--- config.mk ---
export PLATFORM = sky130hd
export DESIGN_NAME = sram_host_ctl
export DESIGN_NICKNAME = d
export VERILOG_FILES = /design/src/inc/sram_host_pkg.sv /design/src/rtl/sram_cycle_timer.sv /design/src/rtl/sram_host_ctl.sv
export VERILOG_INCLUDE_DIRS = /design/src /design/src/inc
export SDC_FILE = /design/constraint.sdc
export NUM_CORES = 1
export LEC_CHECK = 0
export BUFFER_PORTS_ARGS = -buffer_cell sky130_fd_sc_hd__buf_2
export CORE_AREA = 2 2 68 70
export DETAILED_ROUTE_END_ITERATION = 10
export DIE_AREA = 0 0 70 72
export HOLD_SLACK_MARGIN = 0.06
export MAX_ROUTING_LAYER = met4
export PLACE_DENSITY = 0.77
export SYNTH_ARGS = -nofsm -noshare
export SYNTH_HDL_FRONTEND = slang
export SYNTH_SLANG_ARGS = --single-unit
--- constraint.sdc ---
create_clock -name sys_clk -period 1.9 [get_ports sys_clk]
set_input_delay 0 -clock sys_clk [delete_from_list [all_inputs] [get_ports sys_clk]]
set_output_delay 0 -clock sys_clk [all_outputs]
set_load 0.1 [all_outputs]
--- src/inc/sram_host_params.svh ---
// timing figures, widths and reset values for the static ram host controller
`ifndef SRAM_HOST_PARAMS_SVH
`define SRAM_HOST_PARAMS_SVH

`define SRAM_ADDR_W 17
`define SRAM_DATA_W 8
`define SRAM_CNT_W 4

`define CLK_PERIOD_NS 50

// fastest grade figures, nanoseconds
`define READ_CYCLE_NS 10
`define ADDR_ACCESS_NS 10
`define SEL_ACCESS_NS 10
`define OE_ACCESS_NS 5
`define SEL_TO_FLOAT_NS 5
`define OUTPUT_HOLD_AFTER_ADDRESS_NS 4
`define WRITE_CYCLE_NS 10
`define ADDR_TO_WRITE_END_NS 7
`define SEL_TO_WRITE_END_NS 7
`define WRITE_PULSE_NS 7
`define DATA_SETUP_TO_WRITE_END_NS 5
`define STROBE_TO_FLOAT_NS 5

// least time rounded up to whole cycles, never below one
`define NS_UP(ns) ((((ns) + `CLK_PERIOD_NS - 1) / `CLK_PERIOD_NS) < 1 ? 1 : \
  (((ns) + `CLK_PERIOD_NS - 1) / `CLK_PERIOD_NS))

`define RD_WAIT_CYC `NS_UP(`SEL_ACCESS_NS > `READ_CYCLE_NS ? `SEL_ACCESS_NS : `READ_CYCLE_NS)
`define WR_PULSE_CYC `NS_UP(`WRITE_PULSE_NS > `ADDR_TO_WRITE_END_NS ? `WRITE_PULSE_NS : `ADDR_TO_WRITE_END_NS)
`define TURN_CYC `NS_UP(`SEL_TO_FLOAT_NS)

`define ADDR_RST 17'h0_0000
`define DATA_RST 8'h00
`define CNT_ZERO 4'h0
`define CNT_ONE 4'h1

`endif

--- src/inc/sram_host_pkg.sv ---
// types shared by the static ram host controller
`include "sram_host_params.svh"
package sram_host_pkg;
  typedef logic [`SRAM_ADDR_W-1:0] sram_addr_t;
  typedef logic [`SRAM_DATA_W-1:0] sram_data_t;
  typedef logic [`SRAM_CNT_W-1:0] cyc_cnt_t;
  typedef enum logic [2:0] {
    ST_IDLE,
    ST_RD_ACCESS,
    ST_RD_HOLD,
    ST_WR_SETUP,
    ST_WR_PULSE,
    ST_WR_END,
    ST_TURN
  } ctl_state_t;
endpackage

--- src/rtl/sram_cycle_timer.sv ---
// down counter that stretches a pin phase over whole clock cycles
`timescale 1ns/1ns
`include "sram_host_params.svh"
module sram_cycle_timer (
  input wire logic sys_clk,
  input wire logic rst_b,
  input wire logic load,
  input wire sram_host_pkg::cyc_cnt_t load_cycles,
  output logic done
);
  import sram_host_pkg::*;

  cyc_cnt_t cnt_ff;
  cyc_cnt_t nxt_cnt;

  always_comb begin
    if (load) begin
      nxt_cnt = load_cycles;
    end else if (cnt_ff != `CNT_ZERO) begin
      nxt_cnt = cnt_ff - `CNT_ONE;
    end else begin
      nxt_cnt = cnt_ff;
    end
  end

  always_ff @(posedge sys_clk or negedge rst_b) begin
    if (!rst_b) begin
      cnt_ff <= `CNT_ZERO;
    end else begin
      cnt_ff <= nxt_cnt;
    end
  end

  // high in the last cycle of a phase of load_cycles cycles
  assign done = (cnt_ff == `CNT_ONE);
endmodule

--- src/rtl/sram_host_ctl.sv ---
// clocked host controller for an asynchronous 128k x 8 static ram
// Operation
// (RULE1) memory holds 131072 bytes, 17-bit address, one shared 8-bit data bus
// (RULE2) memory has no clock or refresh; pins alone govern it
// (RULE3) write happens only while select and strobe are both low
// (RULE4) strobe stays high through every read
// (RULE5) chained reads keep select and output enable low, only address changes
// (RULE6) address is valid no later than select falls
// (RULE7) read data valid 10 ns after select, 5 ns after output enable
// (RULE8) memory holds old read data 4 ns after address change
// (RULE9) memory floats bus within 5 ns of select rising
// (RULE10) memory drives bus no sooner than 4 ns after select falls
// (RULE11) address held valid at least 7 ns before write end
// (RULE12) select low at least 7 ns before write end, whole period
// (RULE13) write data valid 5 ns before write end, held until closed
// (RULE14) memory floats bus within 5 ns of strobe falling
// (RULE15) memory drives bus no sooner than 3 ns after strobe rises
// (RULE16) with output enable low, pulse covers float delay plus data setup
// (RULE17) with output enable high, plain minimum pulse width suffices
// (RULE18) host never drives data while memory outputs are active
// (RULE19) select falling with or after strobe keeps memory outputs floating
// (RULE20) select low, enables high: bus floats; select high ignores the rest
// (RULE21) each access spans whole cycles meeting read, write and pulse minimums
`timescale 1ns/1ns
`include "sram_host_params.svh"
module sram_host_ctl (
  input wire logic sys_clk,
  input wire logic rst_b,
  input wire logic req_valid,
  input wire logic req_write,
  input wire sram_host_pkg::sram_addr_t req_addr,
  input wire sram_host_pkg::sram_data_t req_wdata,
  output logic req_ready,
  output logic rsp_valid,
  output sram_host_pkg::sram_data_t rsp_rdata,
  output sram_host_pkg::sram_addr_t sram_addr,
  output logic sram_cs_b,
  output logic sram_oe_b,
  output logic sram_we_b,
  output sram_host_pkg::sram_data_t sram_dq_out,
  output logic sram_dq_oe,
  input wire sram_host_pkg::sram_data_t sram_dq_in
);
  import sram_host_pkg::*;

  ctl_state_t state_ff;
  ctl_state_t nxt_state;
  sram_addr_t addr_ff;
  sram_addr_t nxt_addr;
  sram_data_t dq_out_ff;
  sram_data_t nxt_dq_out;
  sram_data_t rdata_ff;
  sram_data_t nxt_rdata;
  logic cs_b_ff;
  logic nxt_cs_b;
  logic oe_b_ff;
  logic nxt_oe_b;
  logic we_b_ff;
  logic nxt_we_b;
  logic dq_oe_ff;
  logic nxt_dq_oe;
  logic ready_ff;
  logic nxt_ready;
  logic rsp_valid_ff;
  logic nxt_rsp_valid;
  logic tmr_load;
  cyc_cnt_t tmr_cycles;
  logic tmr_done;
  logic take;

  sram_cycle_timer u_timer (
    .sys_clk(sys_clk),
    .rst_b(rst_b),
    .load(tmr_load),
    .load_cycles(tmr_cycles),
    .done(tmr_done)
  );

  // a write offered while a read chain holds the bus waits for the turnaround
  assign take = req_valid && ready_ff && !(state_ff == ST_RD_HOLD && req_write);

  always_comb begin
    nxt_state = state_ff;
    nxt_addr = addr_ff;
    nxt_dq_out = dq_out_ff;
    nxt_rdata = rdata_ff;
    nxt_cs_b = cs_b_ff;
    nxt_oe_b = oe_b_ff;
    nxt_we_b = we_b_ff;
    nxt_dq_oe = dq_oe_ff;
    nxt_ready = ready_ff;
    nxt_rsp_valid = 1'b0;
    tmr_load = 1'b0;
    tmr_cycles = `CNT_ONE;
    unique case (state_ff)
      ST_IDLE: begin
        if (take) begin
          // address moves on the same edge as select falls
          nxt_addr = req_addr; // RULE6
          nxt_cs_b = 1'b0;
          nxt_we_b = 1'b1; // RULE4
          nxt_ready = 1'b0;
          if (req_write) begin
            // output enable kept high so the memory never fights our drivers
            nxt_oe_b = 1'b1; // RULE17
            nxt_dq_out = req_wdata;
            nxt_state = ST_WR_SETUP;
          end else begin
            nxt_oe_b = 1'b0; // RULE5
            tmr_load = 1'b1;
            tmr_cycles = cyc_cnt_t'(`RD_WAIT_CYC); // RULE21
            nxt_state = ST_RD_ACCESS;
          end
        end
      end
      ST_RD_ACCESS: begin
        if (tmr_done) begin
          nxt_rdata = sram_dq_in;
          nxt_rsp_valid = 1'b1;
          nxt_ready = 1'b1;
          nxt_state = ST_RD_HOLD;
        end
      end
      ST_RD_HOLD: begin
        if (take) begin
          // address-driven read: select and output enable stay low
          nxt_addr = req_addr; // RULE5
          nxt_ready = 1'b0;
          tmr_load = 1'b1;
          tmr_cycles = cyc_cnt_t'(`RD_WAIT_CYC); // RULE21
          nxt_state = ST_RD_ACCESS;
        end else begin
          nxt_cs_b = 1'b1;
          nxt_oe_b = 1'b1;
          nxt_ready = 1'b0;
          tmr_load = 1'b1;
          tmr_cycles = cyc_cnt_t'(`TURN_CYC);
          nxt_state = ST_TURN;
        end
      end
      ST_WR_SETUP: begin
        // data is applied only with the memory outputs known to be off
        nxt_we_b = 1'b0;
        nxt_dq_oe = 1'b1; // RULE18
        tmr_load = 1'b1;
        tmr_cycles = cyc_cnt_t'(`WR_PULSE_CYC); // RULE16
        nxt_state = ST_WR_PULSE;
      end
      ST_WR_PULSE: begin
        if (tmr_done) begin
          // strobe rise closes the window; select, address and data stay
          nxt_we_b = 1'b1; // RULE11 RULE12
          nxt_state = ST_WR_END;
        end
      end
      ST_WR_END: begin
        // data released one cycle after the window closed
        nxt_dq_oe = 1'b0; // RULE13
        nxt_cs_b = 1'b1;
        nxt_ready = 1'b1;
        nxt_state = ST_IDLE;
      end
      ST_TURN: begin
        // memory may still drive for a float time after select rises
        if (tmr_done) begin
          nxt_ready = 1'b1; // RULE18
          nxt_state = ST_IDLE;
        end
      end
      default: begin
        nxt_state = ST_IDLE;
        nxt_cs_b = 1'b1;
        nxt_oe_b = 1'b1;
        nxt_we_b = 1'b1;
        nxt_dq_oe = 1'b0;
        nxt_ready = 1'b1;
      end
    endcase
  end

  always_ff @(posedge sys_clk or negedge rst_b) begin
    if (!rst_b) begin
      state_ff <= ST_IDLE;
      addr_ff <= `ADDR_RST;
      dq_out_ff <= `DATA_RST;
      rdata_ff <= `DATA_RST;
      cs_b_ff <= 1'b1;
      oe_b_ff <= 1'b1;
      we_b_ff <= 1'b1;
      dq_oe_ff <= 1'b0;
      ready_ff <= 1'b1;
      rsp_valid_ff <= 1'b0;
    end else begin
      state_ff <= nxt_state;
      addr_ff <= nxt_addr;
      dq_out_ff <= nxt_dq_out;
      rdata_ff <= nxt_rdata;
      cs_b_ff <= nxt_cs_b;
      oe_b_ff <= nxt_oe_b;
      we_b_ff <= nxt_we_b;
      dq_oe_ff <= nxt_dq_oe;
      ready_ff <= nxt_ready;
      rsp_valid_ff <= nxt_rsp_valid;
    end
  end

  assign req_ready = ready_ff;
  assign rsp_valid = rsp_valid_ff;
  assign rsp_rdata = rdata_ff;
  assign sram_addr = addr_ff;
  assign sram_cs_b = cs_b_ff;
  assign sram_oe_b = oe_b_ff;
  assign sram_we_b = we_b_ff;
  assign sram_dq_out = dq_out_ff;
  assign sram_dq_oe = dq_oe_ff;
endmodule

### Word level (Yosys, flattened, before mapping)

Index checks and enable logic that the tools add are counted.

| storage, ports and cells | value |
|---|---|
| bits in latches | 0 |
| memory bits (read-only) | 0 |
| input bits | 37 |
| logic and storage cells | 77 |
| RAM bits | 0 |
| memories | 0 |
| output and inout bits | 39 |
| register bits after elaboration | 46 |

| operators by class | value |
|---|---|
| magnitude comparators | 0 |
| bitwise operators | 4 |
| add/sub/neg operators | 1 |
| reduce and logical (&&, ||, !) cells | 23 |
| div/mod/pow operators | 0 |
| shifts and indexed selects | 0 |
| mux-type cells | 25 |
| $mul | 0 |
| eq/ne operators | 13 |

Operator list:

| kind | number |
|---|---|
| 3-bit one-hot mux with 6 select lines | 1 |
| 3-bit 2-to-1 mux | 5 |
| 3-bit AND reduction | 5 |
| 1-bit 2-to-1 mux | 10 |
| 2-bit != test, second input constant | 5 |
| 5-bit OR reduction | 2 |
| 3-bit equality test, second input constant | 3 |
| 4-bit 2-to-1 mux | 2 |
| 1-bit one-hot mux with 4 select lines | 2 |
| 2-bit OR reduction | 4 |
| 4-bit OR reduction | 2 |
| 3-bit by 2-bit equality test with 1-bit output, second input constant | 2 |
| 1-bit one-hot mux with 3 select lines | 2 |
| 4-bit by 1-bit equality test with 1-bit output, second input constant | 1 |
| 1-bit NOT | 4 |
| 1-bit one-hot mux with 2 select lines | 2 |
| 2-bit AND reduction | 2 |
| 4-bit AND reduction | 1 |
| 4-bit nonzero test | 1 |
| 4-bit by 1-bit subtractor with 4-bit output, second input constant | 1 |
| 3-bit by 1-bit equality test with 1-bit output, second input constant | 1 |
| 1-bit logical AND | 3 |
| 3-bit zero test | 1 |
| 2-bit 2-to-1 mux | 1 |
| other kinds (3) | 3 |

### Logic depth before layout (Yosys ltp)

| logic depth | value |
|---|---|
| depth after elaboration | 7 |
| mapped depth | 6 |

### Modules after synthesis

Synthesis repeated with hierarchy kept, for this count alone.

| second synthesis, totals | value |
|---|---|
| cell total of the unflattened synthesis | 156 |
| area, all modules | 2098.3 sq um |

By module, submodules not included:

| module | sequential area each (sq um) | area each (sq um) | times used | cells an instance |
|---|---|---|---|---|
| sram_host_ctl | 1056.0 | 1833.0 | 1 | 132 |
| sram_cycle_timer | 100.1 | 265.3 | 1 | 24 |

### Worst setup path before layout

OpenSTA, ideal clock, no wires.

| path | value |
|---|---|
| path type | register to register |
| from | register ready_ff, in the netlist req_ready |
| to | register dq_out_ff[0], in the netlist sram_dq_out[0] |
| path slack | -0.158 ns |
| arrival | 1.932 ns |
| stages on the path, launching flop included | 5 |
| library setup time | 0.125 ns |
| path through | dfstp_2 > buf_2 > nand3_1 > nor4_4 > mux2_2 |

| between the ends | value |
|---|---|
| longest elaborated chain between the ends | 3 |

RTL lines:

| what | line | text |
|---|---|---|
| start: declaration | sram_host_ctl.sv:62 | `logic ready_ff;` |
| start signal: assignment | sram_host_ctl.sv:202 | `ready_ff <= nxt_ready;` |
| 1-bit logical AND (2 in series) | sram_host_ctl.sv:80 | `assign take = req_valid && ready_ff && !(state_ff == ST_RD_HOLD && req_write);` |
| 3-bit AND reduction (no source line) | - |  |
| end signal: assignment | sram_host_ctl.sv:185 | `` dq_out_ff <= `DATA_RST; `` |
| end signal: assignment | sram_host_ctl.sv:196 | `dq_out_ff <= nxt_dq_out;` |
| end: declaration | sram_host_ctl.sv:50 | `sram_data_t dq_out_ff;` |

No other way between the ends.
A chain may end at the register's enable or synchronous reset.

### Worst setup path in the final report

| path | value |
|---|---|
| from | register u_timer.cnt_ff[1] |
| to | register rdata_ff[3], in the netlist rsp_rdata[3] |

| between the ends | value |
|---|---|
| longest elaborated chain between the ends | 2 |

RTL lines:

| what | line | text |
|---|---|---|
| start: declaration | sram_cycle_timer.sv:13 | `cyc_cnt_t cnt_ff;` |
| start signal: assignment | sram_cycle_timer.sv:28 | `` cnt_ff <= `CNT_ZERO; `` |
| start signal: assignment | sram_cycle_timer.sv:30 | `cnt_ff <= nxt_cnt;` |
| 4-bit by 1-bit equality test with 1-bit output (no source line) | - |  |
| 2-bit AND reduction (no source line) | - |  |
| end signal: assignment | sram_host_ctl.sv:186 | `` rdata_ff <= `DATA_RST; `` |
| end signal: assignment | sram_host_ctl.sv:197 | `rdata_ff <= nxt_rdata;` |
| end: declaration | sram_host_ctl.sv:52 | `sram_data_t rdata_ff;` |

No other way between the ends.

==> flow_summary_export.csv <==
group,metric,value,unit
yosys,ys.flop_type,"dfrtp_1",
grt,grt_pass1_wl,8000,um
grt,grt_pass1_vias,1698,
place,gp_congestion,0.866,
worst_setup_path,r2r_start,"u_timer.cnt_ff[1]$_DFFE_PN0P_",
clock_network,clockBufferDepth,2,
routing,post-route-drc-count,0,
sta,setup_ws,0.140,ns
yosys,syn_inst,152,
sta,tightestPinTransition,0.570,ns
status,status,"completed",
clock_network,cts_tree,"done",
yosys,synth-seq-cells,46,
worst_setup_path,path_cells,"inv_1, ha_1, nor3b_1, and3_2, mux2_2",
routing,first_pass_iters,4,
sta,post-route-min-period,1.76,ns
worst_setup_path,ff2ff_path_depth,5,
worst_setup_path,crit_cells,5,
floorplanning,core,0.00426,mm2
yosys,yosys.area.top_type,"dfrtp_1",
grt,antenna_found_initial,0,
place,dp_slack,0.0610,ns
yosys,ys_top_cells_by_area,"dfrtp_1 52%, mux2_2 18%, dfstp_2 5.2%",
floorplanning,dieWidth,70,um
place,hpwlAfterDp,2880,um
worst_setup_path,cp_max_fo,10,
yosys,ys.warnings.count,0,
grt,grt-ovfl-total,0,
yosys,syn-num-nets,191,
floorplanning,row_count,24,
clock_network,post_cts_buffers,0,
worst_setup_path,cp.required,2.08,ns
worst_setup_path,r2r_slack,0.14,ns
routing,drtIter0Drc,110,
routing,routed_wl,4700,um
flow_run,max_cap_violations,0,
place,io_buffer_count,75,
worst_setup_path,critPathSlowestCell,"dfrtp_1",
grt,grt_start_max_net_pins,47,
worst_setup_path,cp_top_family,"simple AND/OR/NAND/NOR gates",
floorplanning,initial_core_util,47.1,%
yosys,syn-cell-area,0.00201,mm2
cells_and_area,diodes,0,
clock_network,clock_latency,0.29,ns
clock_network,htreeDepth,2,
clock_network,clkSlewWorstSetupHoldPaths,0.08,ns
routing,wire_per_inst,14.7,um
worst_setup_path,cp-start-kind,"flip-flop",
sta,fmax,0.568,GHz
cells_and_area,fillers,321,
floorplanning,fp.dieH,72,um
routing,drt-vias-per-instance,5.08,
hold_path,hold_start,"req_write",
sta,rsz0062_at_grt,"false",
routing,final_antenna_net_count,0,
sta,clock_skew,0.00602,ns
worst_setup_path,crit_type,"flip-flop to flip-flop",
sta,drv_slew,0,
routing,route.vias.total,1621,
sta,finalSetupTns,0,ns
worst_setup_path,startpoint,"u_timer.cnt_ff[1]$_DFFE_PN0P_",
hold_path,min_path_type,"input port to flip-flop",
worst_setup_path,critPathCaptureType,"flip-flop",
worst_setup_path,timing.rr.end,"rsp_rdata[3]$_DFFE_PN0P_",
yosys,synth.top_cell.area_share,52.3,%
sta,period_share,92.6,%
clock_network,cts_root_buf,"clkbuf_8",
cells_and_area,area_delta_synth_final,43.7,%
sta,hold_viol_final,0,
cells_and_area,drive_gt1_share,49.4,%
floorplanning,io_pins,76,
floorplanning,die-area,0.00504,mm2
clock_network,numCtsBuffers,5,
grt,grtUsageTotal,20.6,%
clock_network,cts.sink_count,46,
cells_and_area,nNetsFinal,305,
yosys,synth_async_sr_flop_share,100,%
yosys,synth-edff-count,0,
sta,slew_headroom,62.0,%
yosys,syn_avg_cell_area,13.2,um2
worst_setup_path,slowest_delay,0.40,ns
yosys,ys_types,42,
sta,setup_viol,0,
worst_setup_path,cp-endpoint,"rsp_rdata[3]$_DFFE_PN0P_",
yosys,yosysSeqAreaShare,57.5,%
worst_setup_path,crit_buf_inv,1,
worst_setup_path,worst_ep_arrival_time,1.94,ns
-- worst register-to-register path, cell delays in order, from the launching register on --
cell,delay [ns]
dfrtp_1,0.40
inv_1,0.08
ha_1,0.17
nor3b_1,0.25
and3_2,0.37
mux2_2,0.37
-- flip-flops by register name (all words and copies together), names as in the netlist --
name            cells
req_ready           1
sram_dq_out         8
rsp_rdata           8
sram_addr          17
u_timer.cnt_ff      4
sram_we_b           1
sram_cs_b           1
sram_oe_b           1
state_ff            3
sram_dq_oe          1
rsp_valid           1
-- kinds of logic after synthesis --
logic type,Yosys count,share of synthesized area (%)
buf+inv,14,3.36
flops,46,57.5
mux,34,19.0
compound gates,24,7.72
xor+xnor,1,0.436
simple gates,31,10.7
fa+ha+maj,2,1.25
-- final cells by class --
type,count,area [um2],share of cell area (%)
Multi-Input combinational cell,92,796,27.6
Inverter,6,22.5,0.780
Clock inverter,1,7.51,0.260
Clock buffer,7,76.3,2.64
Tap cell,52,65.1,2.25
Sequential cell,46,1160,40.2
Timing Repair Buffer,115,761,26.3
-- synthesized netlist by cell type (2+ instances only) --
cell,n
o21ai_0,5
inv_1,6
nand2b_1,2
or3b_2,2
a211oi_1,2
nor3_1,3
nand2_1,2
nor2_1,5
nand3_1,3
buf_2,2
dfrtp_1,42
and3_1,2
clkbuf_1,2
ha_1,2
nand3b_1,2
dfstp_2,4
mux2_2,33
a21oi_1,8
o211ai_1,2
-- metrics by stage --
stage | instance area (um2) | util [%] | std cells | hold slack, ns
finish | 2890 | 67.7 | 319 | 0.142
global route | 2890 | 67.7 | 319 | 0.189
CTS | 2880 | 67.5 | 319 | 0.118
floorplan | 2020 | - | 152 | -0.296
global placement | 2450 | 57.5 | 277 | 0.118
detailed placement | 2450 | 57.5 | 277 | 0.125
-- metal layers --
layer | part of all wire (%) | GRT usage [%]
met5 | 0 | -
met4 | 2.7 | 8.12
met3 | 4.5 | 4.44
met2 | 50 | 34.6
met1 | 42 | 24.6
-- placed cells by master, fill, tap and decap left out, types with 2 or more instances in the layout --
master | netlist | layout
dfstp_2 | 4 | 3
inv_1 | 6 | 6
dfrtp_1 | 42 | 42
clkbuf_8 | 0 | 5
o21ai_0 | 5 | 5
dlygate4sd3_1 | 0 | 34
a211oi_1 | 2 | 2
nor3_1 | 3 | 3
nand3_1 | 3 | 3
nand2_1 | 2 | 2
a21oi_1 | 8 | 8
or3b_2 | 2 | 2
clkbuf_1 | 2 | 2
mux2_2 | 33 | 33
o211ai_1 | 2 | 2
buf_2 | 2 | 75
nand2b_1 | 2 | 2
nand3b_1 | 2 | 2
nor2_1 | 5 | 5
ha_1 | 2 | 2
buf_4 | 1 | 6
-- worst min-delay path by stage --
stage | end | slack (ns) | cells after the start
after floorplan | rsp_rdata[0]$_DFFE_PN0P_ | -0.30 | 0
after global placement | rsp_rdata[5]$_DFFE_PN0P_ | 0.12 | 2
after detailed placement | rsp_rdata[6]$_DFFE_PN0P_ | 0.13 | 2
after CTS | req_ready$_DFFE_PN1P_ | 0.12 | 4
after global routing | state_ff[1]$_DFFE_PN0P_ | 0.19 | 3
final | state_ff[1]$_DFFE_PN0P_ | 0.14 | 3
-- what timing repair did --
action	4_1_cts	5_1_grt
resized for setup	0	2
setup endpoints to repair	0	25
hold buffers	34	0
endpoints found under the hold margin	75	0
Power is left out: the tool's default activity adds up to more than one toggle a clock period on the data nets, which glitch-free logic cannot reach.
